**config.mk**
```make
export PLATFORM = sky130hd
export DESIGN_NAME = qawdo_outcome
export DESIGN_NICKNAME = d
export VERILOG_FILES = /design/src/core/qawdo_pkg.sv /design/src/core/qawdo_evt_if.sv /design/src/core/qawdo_outcome.sv /design/src/core/qawdo_sticky.sv
export VERILOG_INCLUDE_DIRS = /design/src /design/src/core
export SDC_FILE = /design/constraint.sdc
export NUM_CORES = 1
export LEC_CHECK = 0
export BUFFER_PORTS_ARGS = -buffer_cell sky130_fd_sc_hd__buf_2
export CAP_MARGIN = 15
export CORE_UTILIZATION = 48
export CTS_CLUSTER_SIZE = 8
export DETAILED_ROUTE_END_ITERATION = 16
export PLACE_DENSITY = 0.84
export SYNTH_ARGS = -nofsm -noshare
export SYNTH_HDL_FRONTEND = slang
export SYNTH_SLANG_ARGS = --single-unit
```
**constraint.sdc**
```tcl
create_clock -name i_mclk -period 2.55 [get_ports i_mclk]
set_input_delay 0 -clock i_mclk [delete_from_list [all_inputs] [get_ports i_mclk]]
set_output_delay 0 -clock i_mclk [all_outputs]
set_load 0.005 [all_outputs]
```
**src/core/qawdo_defines.svh**
```systemverilog
// Constants of the question-and-answer watchdog outcome block
`ifndef QAWDO_DEFINES_SVH
`define QAWDO_DEFINES_SVH
`define QAWDO_CNT_RELOAD   2'b11
`define QAWDO_CNT_LAST     2'b00
`define QAWDO_W1_NEEDED    3'h3
`define QAWDO_FLAG_WRONG   0
`define QAWDO_FLAG_EARLY   1
`define QAWDO_FLAG_ORDER   2
`define QAWDO_FLAG_TIMEOUT 3
`define QAWDO_NFLAGS       4
`define QAWDO_TALLY_MAX    3'h7
`define QAWDO_TALLY_MIN    3'h0
`define QAWDO_Q_W          4
`endif

```
**src/core/qawdo_pkg.sv**
```systemverilog
// Types of the question-and-answer watchdog outcome block
package qawdo_pkg;
    // Window in which the current sequence stands
    typedef enum logic [1:0] {
        QAWDO_WIN1,
        QAWDO_WIN2
    } qawdo_win_t;
endpackage : qawdo_pkg

```
**src/core/qawdo_evt_if.sv**
```systemverilog
// Event carrier between the sequencer and the sticky status flags
`timescale 1ns/1ps
interface qawdo_evt_if;
    logic [3:0] set_flags;   // Flags raised this cycle
    logic [3:0] flags;       // Latched flags
    modport src (output set_flags, input flags);
    modport dst (input set_flags, output flags);
endinterface : qawdo_evt_if

```
**src/core/qawdo_outcome.sv**
```systemverilog
// Outcome logic of the question-and-answer watchdog sequence
//
// The plain strobed port and the register addresses were left to the implementer.
`timescale 1ns/1ps
`include "qawdo_defines.svh"
module qawdo_outcome #(
    parameter int TALLY_W = 3   // Width of the failure tally
) (
    input  wire logic                  i_mclk,
    input  wire logic                  i_rst,
    input  wire logic                  i_answer_wr,      // Answer byte written
    input  wire logic                  i_answer_ok,      // Byte matched reference
    input  wire logic                  i_win1_end,       // Window 1 expires pulse
    input  wire logic                  i_win2_end,       // Window 2 expires pulse
    input  wire logic                  i_rd,             // Register read strobe
    input  wire logic                  i_wr,             // Register write strobe
    input  wire logic [1:0]            i_addr,           // Register address
    input  wire logic [7:0]            i_wdata,          // Register write data
    output logic      [7:0]            o_rdata,          // Read data, cycle after
    output logic      [1:0]            o_answer_countdown,
    output logic      [`QAWDO_Q_W-1:0] o_question,
    output logic      [TALLY_W-1:0]    o_failure_tally,
    output logic                       o_bad_sequence_flag,
    output logic                       o_seq_start,      // New sequence pulse
    output logic                       o_irq
);
    import qawdo_pkg::*;

    // Register map
    localparam logic [1:0] ADDR_STATUS = 2'h0;
    localparam logic [1:0] ADDR_MASK   = 2'h1;
    localparam logic [1:0] ADDR_TALLY  = 2'h2;
    localparam logic [1:0] ADDR_QUEST  = 2'h3;

    // Whole state of the sequencer
    typedef struct packed {
        qawdo_win_t             win;     // Current window
        logic [1:0]             cnt;     // Answer countdown
        logic [2:0]             w1_cnt;  // Bytes taken in window 1
        logic                   wrong;   // A wrong byte seen
        logic                   early;   // All four in window 1
        logic                   order;   // Window 1 short
        logic                   bad;     // Bad-event flag
        logic [TALLY_W-1:0]     tally;   // Failure tally
        logic [`QAWDO_Q_W-1:0]  quest;   // Question counter
        logic [3:0]             mask;    // Interrupt mask
        logic [7:0]             rdata;   // Read data
        logic                   start;   // New sequence pulse
    } qawdo_st_t;

    qawdo_st_t   st, next_st;
    logic [3:0]  set_flags;
    logic [3:0]  clr_flags;
    qawdo_evt_if evt ();

    // Address match; used for the status and mask write decode
    function automatic logic hit(input logic [1:0] a, input logic [1:0] want);
        hit = (a == want);
    endfunction : hit

    qawdo_sticky u_sticky (
        .i_mclk (i_mclk),
        .i_rst  (i_rst),
        .i_clr  (clr_flags),
        .evt    (evt)
    );
    assign evt.set_flags = set_flags;
    // Write one to clear the status bits
    assign clr_flags = (i_wr && hit(i_addr, ADDR_STATUS)) ? i_wdata[3:0] : 4'h0;

    // Sequence outcome decision
    always_comb begin
        logic done;
        logic fail;
        logic last;
        done      = 1'b0;
        fail      = 1'b0;
        last      = 1'b0;
        next_st   = st;
        set_flags = 4'h0;
        next_st.start = 1'b0;
        // Answer byte arrives
        if (i_answer_wr) begin
            last = (st.cnt == `QAWDO_CNT_LAST);
            next_st.cnt = st.cnt - 2'h1;
            if (!i_answer_ok) begin
                next_st.wrong = 1'b1;
                next_st.bad   = 1'b1;
                set_flags[`QAWDO_FLAG_WRONG] = 1'b1;
            end
            if (st.win == QAWDO_WIN1) begin
                next_st.w1_cnt = st.w1_cnt + 3'h1;
                if (last) begin
                    // Four bytes inside window 1
                    next_st.early = 1'b1;
                    next_st.bad   = 1'b1;
                    set_flags[`QAWDO_FLAG_EARLY] = 1'b1;
                end
            end
            // Fourth byte in window 2 closes the sequence at once, no timeout
            if (last && st.win == QAWDO_WIN2) begin
                done = 1'b1;
            end
        end
        // Window 1 expiry
        if (i_win1_end && st.win == QAWDO_WIN1 && !done) begin
            next_st.win = QAWDO_WIN2;
            if (next_st.w1_cnt < `QAWDO_W1_NEEDED) begin
                next_st.order = 1'b1;
                next_st.bad   = 1'b1;
                set_flags[`QAWDO_FLAG_ORDER] = 1'b1;
            end
        end
        // Window 2 expiry with fewer than four bytes is a timeout
        if (i_win2_end && st.win == QAWDO_WIN2 && !done) begin
            done = 1'b1;
            set_flags[`QAWDO_FLAG_TIMEOUT] = 1'b1;
            fail = 1'b1;
        end
        if (done) begin
            fail = fail | next_st.wrong | next_st.early | next_st.order;
            // Tally moves once per sequence and saturates
            if (fail) begin
                if (st.tally != TALLY_W'(`QAWDO_TALLY_MAX))
                    next_st.tally = st.tally + TALLY_W'(1);
            end else begin
                if (st.tally != TALLY_W'(`QAWDO_TALLY_MIN))
                    next_st.tally = st.tally - TALLY_W'(1);
                next_st.quest = st.quest + `QAWDO_Q_W'(1);
            end
            // Failed sequence keeps the question: no increment above
            next_st.cnt    = `QAWDO_CNT_RELOAD;
            next_st.w1_cnt = 3'h0;
            next_st.win    = QAWDO_WIN1;
            next_st.wrong  = 1'b0;
            next_st.early  = 1'b0;
            next_st.order  = 1'b0;
            next_st.bad    = 1'b0;
            next_st.start  = 1'b1;
        end
        // Mask register write
        if (i_wr && hit(i_addr, ADDR_MASK)) begin
            next_st.mask = i_wdata[3:0];
        end
        // Read data valid the cycle after the strobe only
        next_st.rdata = 8'h00;
        if (i_rd) begin
            case (i_addr)
                ADDR_STATUS: next_st.rdata = {3'h0, st.bad, evt.flags};
                ADDR_MASK:   next_st.rdata = {4'h0, st.mask};
                ADDR_TALLY:  next_st.rdata = 8'(st.tally);
                ADDR_QUEST:  next_st.rdata = {2'h0, st.cnt, st.quest};
                default:     next_st.rdata = 8'h00;
            endcase
        end
    end

    // State register
    always_ff @(posedge i_mclk or posedge i_rst) begin
        if (i_rst) begin
            st     <= '0;
            st.win <= QAWDO_WIN1;
            st.cnt <= `QAWDO_CNT_RELOAD;
        end else begin
            st <= next_st;
        end
    end

    assign o_rdata             = st.rdata;
    assign o_answer_countdown  = st.cnt;
    assign o_question          = st.quest;
    assign o_failure_tally     = st.tally;
    assign o_bad_sequence_flag = st.bad;
    assign o_seq_start         = st.start;
    assign o_irq               = |(evt.flags & st.mask);

    chk_reload_on_start: assert property (@(posedge i_mclk) disable iff (i_rst)
        st.start |-> st.cnt == `QAWDO_CNT_RELOAD && st.w1_cnt == 3'h0)
        else $error("countdown not reloaded at new sequence");
    chk_fourth_late_ends: assert property (@(posedge i_mclk) disable iff (i_rst)
        (i_answer_wr && st.cnt == `QAWDO_CNT_LAST && st.win == QAWDO_WIN2)
        |=> st.start && !evt.flags[`QAWDO_FLAG_TIMEOUT] || $past(evt.flags[`QAWDO_FLAG_TIMEOUT]))
        else $error("late fourth byte did not end sequence");
    chk_fail_same_q: assert property (@(posedge i_mclk) disable iff (i_rst)
        (st.start && $past(st.wrong | st.early | st.order)) |-> $stable(st.quest))
        else $error("question advanced after flawed sequence");
    chk_good_new_q: assert property (@(posedge i_mclk) disable iff (i_rst)
        (i_answer_wr && i_answer_ok && st.cnt == `QAWDO_CNT_LAST && st.win == QAWDO_WIN2
         && !st.wrong && !st.early && !st.order && !i_win2_end)
        |=> st.quest == $past(st.quest) + `QAWDO_Q_W'(1))
        else $error("good sequence did not advance question");
    chk_fail_tally_up: assert property (@(posedge i_mclk) disable iff (i_rst)
        (i_win2_end && st.win == QAWDO_WIN2 && !i_answer_wr
         && st.tally != TALLY_W'(`QAWDO_TALLY_MAX))
        |=> st.tally == $past(st.tally) + TALLY_W'(1))
        else $error("timeout did not raise tally");
    chk_w1_short_order: assert property (@(posedge i_mclk) disable iff (i_rst)
        (i_win1_end && st.win == QAWDO_WIN1 && st.w1_cnt == 3'h0 && !i_answer_wr)
        |=> evt.flags[`QAWDO_FLAG_ORDER] && st.bad)
        else $error("short window 1 not flagged");
    chk_timeout_flag: assert property (@(posedge i_mclk) disable iff (i_rst)
        (i_win2_end && st.win == QAWDO_WIN2 && !i_answer_wr)
        |=> evt.flags[`QAWDO_FLAG_TIMEOUT] ##0 st.start)
        else $error("window 2 expiry without timeout flag");
    chk_wrong_flag: assert property (@(posedge i_mclk) disable iff (i_rst)
        (i_answer_wr && !i_answer_ok) |=> evt.flags[`QAWDO_FLAG_WRONG])
        else $error("wrong byte not flagged");
    chk_early_flag: assert property (@(posedge i_mclk) disable iff (i_rst)
        (i_answer_wr && st.cnt == `QAWDO_CNT_LAST && st.win == QAWDO_WIN1)
        |=> evt.flags[`QAWDO_FLAG_EARLY])
        else $error("early answers not flagged");

    cov_timeout: cover property (@(posedge i_mclk) disable iff (i_rst)
        i_win2_end && st.win == QAWDO_WIN2);
    cov_good: cover property (@(posedge i_mclk) disable iff (i_rst)
        st.start && st.quest != $past(st.quest));
    cov_late_four: cover property (@(posedge i_mclk) disable iff (i_rst)
        i_answer_wr && st.cnt == `QAWDO_CNT_LAST && st.win == QAWDO_WIN2 && st.w1_cnt == 3'h0);
endmodule : qawdo_outcome

```
**src/core/qawdo_sticky.sv**
```systemverilog
// Sticky status flags, write one to clear, set wins over clear
`timescale 1ns/1ps
`include "qawdo_defines.svh"
module qawdo_sticky (
    input  wire logic       i_mclk,
    input  wire logic       i_rst,
    input  wire logic [3:0] i_clr,
    qawdo_evt_if.dst        evt
);
    import qawdo_pkg::*;
    typedef struct packed { logic [3:0] flags; } qawdo_stk_t;
    qawdo_stk_t st, next_st;

    // Set beats clear in the same cycle so no event is lost
    always_comb begin
        next_st.flags = (st.flags & ~i_clr) | evt.set_flags;
    end

    // State register
    always_ff @(posedge i_mclk or posedge i_rst) begin
        if (i_rst) begin
            st <= '0;
        end else begin
            st <= next_st;
        end
    end
    assign evt.flags = st.flags;

    chk_flag_holds: assert property (@(posedge i_mclk) disable iff (i_rst)
        ($past(st.flags) & ~$past(i_clr)) == (($past(st.flags) & ~$past(i_clr)) & st.flags))
        else $error("latched flag dropped without a clear");
endmodule : qawdo_sticky

```
==> impl_results.md <==
- Status: finished, violations left
- Failing checks: negative setup slack
- Yosys top cell by area: dfrtp_1
- CP arrival: 2.98 ns
- Post-synth cell types: 44
- Area contributors post-synth: dfrtp_1, buf_4, mux4_2
- Crit share post-route: 107%
- N_diodes: 0
- Final Util: 61.6%
- CTS clock-pin slew for the worst setup and hold paths: 0.09 ns
- Worst min-delay path category: in -> reg
- CP Max Fanout: 2
- Leakage power: between 0.9 and 1 nW
- Startpoint types: flop
- FF-to-FF setup slack: -0.17 ns
- Synth async-reset ratio: 100%
- Pre-CTS setup slack: -0.208 ns
- Die height: 61.8 um
- Area of the core: 0.00339 mm2
- CP Class: reg -> reg
- Worst-margin pin slew: ~0.56 ns
- 1st-pass router iterations: 4
- Clk sinks: 32
- Yosys top cell area share: 43.7%
- Hold slack final: between 0.03 and 0.04 ns
- WL final: 3.78 mm
- Post-Synthesis Cells: around 160
- DIE AREA: 0.00382 mm2
- I/O Buffers: 31
- Register area share after synthesis: 46.8%
- H-tree levels: 2
- Pwr Density: approximately 1000 mW/mm2
- Fin cells: 245
- Kind of end point of the critical path: flop
- DRC: 0
- Setup violators final: 1
- Via count of the first global-routing pass: 1223
- Total negative setup slack: -0.172 ns
- Pins Over Slew Limit: 0
- Fin. Hold Viols: 0
- CTS tree: done
- Max_cap viols: 0
- Dpl hpwl: 2.29 mm
- EDFF count, synth: 0
- Worst skew pair latency: roughly 0.34 ns
- Syn Std Cell Area: 0.00172 mm2
- RSZ-0062 raised after global routing: yes
- Slowest CP cell: or4_4
- Layout Nets: 220
- CTS max path bufs: 2
- First-pass GRT wire length: ~5.3 mm
- Die width: 61.8 um
- FF-to-FF Start: o_answer_countdown[1]
- Tot GR Track Use: 19.9%
- Vias/cell: 5.41
- Final worst slack: -0.172 ns
- Crit. Startpoint: o_answer_countdown[1]
- Remaining antenna violation count after routing: 0
- Root Buffer: clkbuf_4
- Synth Register Bits: 32
- Top FF cell, synth: dfrtp_1
- Starting Density: between 50% and 60%
- Filler cell count: 249
- Clk_skew: 0.0107 ns
- Routed WL per cell: 15.4 um
- TritonCTS buffer count: 5
- Iteration-0 DRC Markers: 107
- Largest net degree at the start of global routing: 33
- Data required time of the worst path: between 2 and 3 ns
- Slew HR: 62.6%
- Via count: 1325
- Slowest stage delay, CP: approximately 0.42 ns
- GPL Wtd Cong: between 0.8 and 0.9
- Reg2reg end: o_failure_tally[2]
- Area delta synth->final: 21.5%
- Synth warnings: 0
- Maximum VDD drop: 403 uV
- Row Count: 21
- Dpl cells: around 220
- Fmax: 367 MHz
- IO Count: 38
- Ordered cell list for the critical path: inv_2 > ha_4 > nand2_2 > and3_4 > or4_4 > or3_4 > xnor2_4 > ha_4 > inv_2 > nand4b_1 > nor4_2 > a31oi_1 > a2bb2oi_1
- Crit path time final: 2.72 ns
- Worst setup endpoint: o_failure_tally[2]
- Remaining global-route overflow: 0
- Reg2reg path depth: 13
- Initial antenna violation count: 0
- Layout cells sized above 1: 38.7%
- Syn avg cell area: 10.6 um2
worst min-delay path by stage:
stage	start	end	cells past startpoint
2_1_floorplan	i_rst	o_bad_sequence_flag	1
5_1_grt	i_answer_ok	u_sticky.evt.flags[0]	3
4_1_cts	i_answer_ok	u_sticky.evt.flags[0]	3
3_3_place_gp	i_rst	o_rdata[4]	3
3_5_place_dp	i_rst	o_rdata[5]	3
6_report	i_answer_ok	st[23]	4
synthesized netlist by cell type, types with 3 or more instances:
| cell type | count |
|---|---|
| dfrtp_1 | 30 |
| buf_4 | 18 |
| nor2_1 | 11 |
| nand2_1 | 10 |
| inv_1 | 8 |
| nand3_1 | 8 |
| o21ai_0 | 7 |
| and2_1 | 5 |
| clkbuf_1 | 5 |
| mux2_2 | 5 |
| xnor2_1 | 5 |
| ha_1 | 4 |
| xor2_1 | 4 |
| mux4_2 | 3 |
power by group:
group / internal [W] / total [W] / switching (W)
Sequential: 0.000668 / 0.000841 / 0.000173
Combinational: 0.000511 / 0.000909 / 0.000398
Clock: 0.000162 / 0.000332 / 0.000170
Total: 0.00134 / 0.00208 / 0.000742
worst max-delay path: cells and delay by family (launching register included):
family | cells | cell delay, ns
AO/OA/AOI/OAI | 2 | 0.28
buffers and inverters | 2 | 0.12
adder cells (fa/ha/maj) | 2 | 0.32
XOR/XNOR | 1 | 0.15
AND/OR/NAND/NOR | 6 | 1.39
flip-flops | 1 | 0.38
per-layer routing:
layer / global-route usage, % / vias up / wire [um] / share of wire (%)
met5: 0 / - / 0 / 0
met4: 11.7 / 0 / 110 / 2.9
met3: 7.45 / 11 / 172 / 4.5
met2: 33.9 / 53 / 1970 / 52
met1: 21.1 / 655 / 1530 / 40
li1: - / 606 / - / -
what timing repair did:
item / CTS / global route
hold endpoints to repair: 44 / 0
pin swaps: 6 / 6
setup endpoints to repair: 2 / 2
gates resized for setup: 10 / 5
gates cloned: 0 / 0
hold buffers: 8 / 0
buffers inserted: 3 / 2
cell families after synthesis:
group                      synth area share, %
AOI/OAI and AO/OA                         9.25
xor gates and xnor gates                  4.59
adders and majority gates                 2.91
buffers and inverters                     11.4
DFF                                       46.8
muxes                                     8.38
other                                    0.218
and+or+nand+nor                           16.5
cells in the final DEF (no fill, tap or decap), drive strengths merged, types with 2 or more instances in the layout:
cell         count
nor3             3
ha               4
a22oi            2
xnor2            5
o21ai            7
and2             5
dfrtp           30
a211oi           2
clkbuf           8
a21o             2
dfstp            2
a21oi            2
nand3            8
mux2             5
dlygate4sd3      8
conb             2
inv              8
buf             44
a21boi           2
mux4             3
nand2           11
xor2             4
mux2i            2
a31oi            2
nor2            12
sequential cells by signal (all words and copies together), names as in the netlist:
name,count
o_answer_countdown,2
o_failure_tally,3
o_rdata,6
st,11
o_bad_sequence_flag,1
o_seq_start,1
u_sticky.evt.flags,4
o_question,4
through the flow:
step,power [W],instance area (um2)
after floorplan,0.00137,1720
after global placement,0.00149,1830
after detailed placement,0.00153,1830
after CTS,0.00197,2040
after global routing,0.00223,2090
final,0.00208,2090
final cells by class:
| type | instances | area, um2 | share of cell area [%] |
|---|---|---|---|
| well taps | 46 | 57.6 | 2.76 |
| flip-flops and latches | 32 | 803 | 38.5 |
| repair buffers | 52 | 333 | 15.9 |
| clock buffers | 8 | 68.8 | 3.30 |
| inverters | 8 | 30.0 | 1.44 |
| multi-input cells | 99 | 795 | 38.1 |
(Power assumes the default switching activity.)
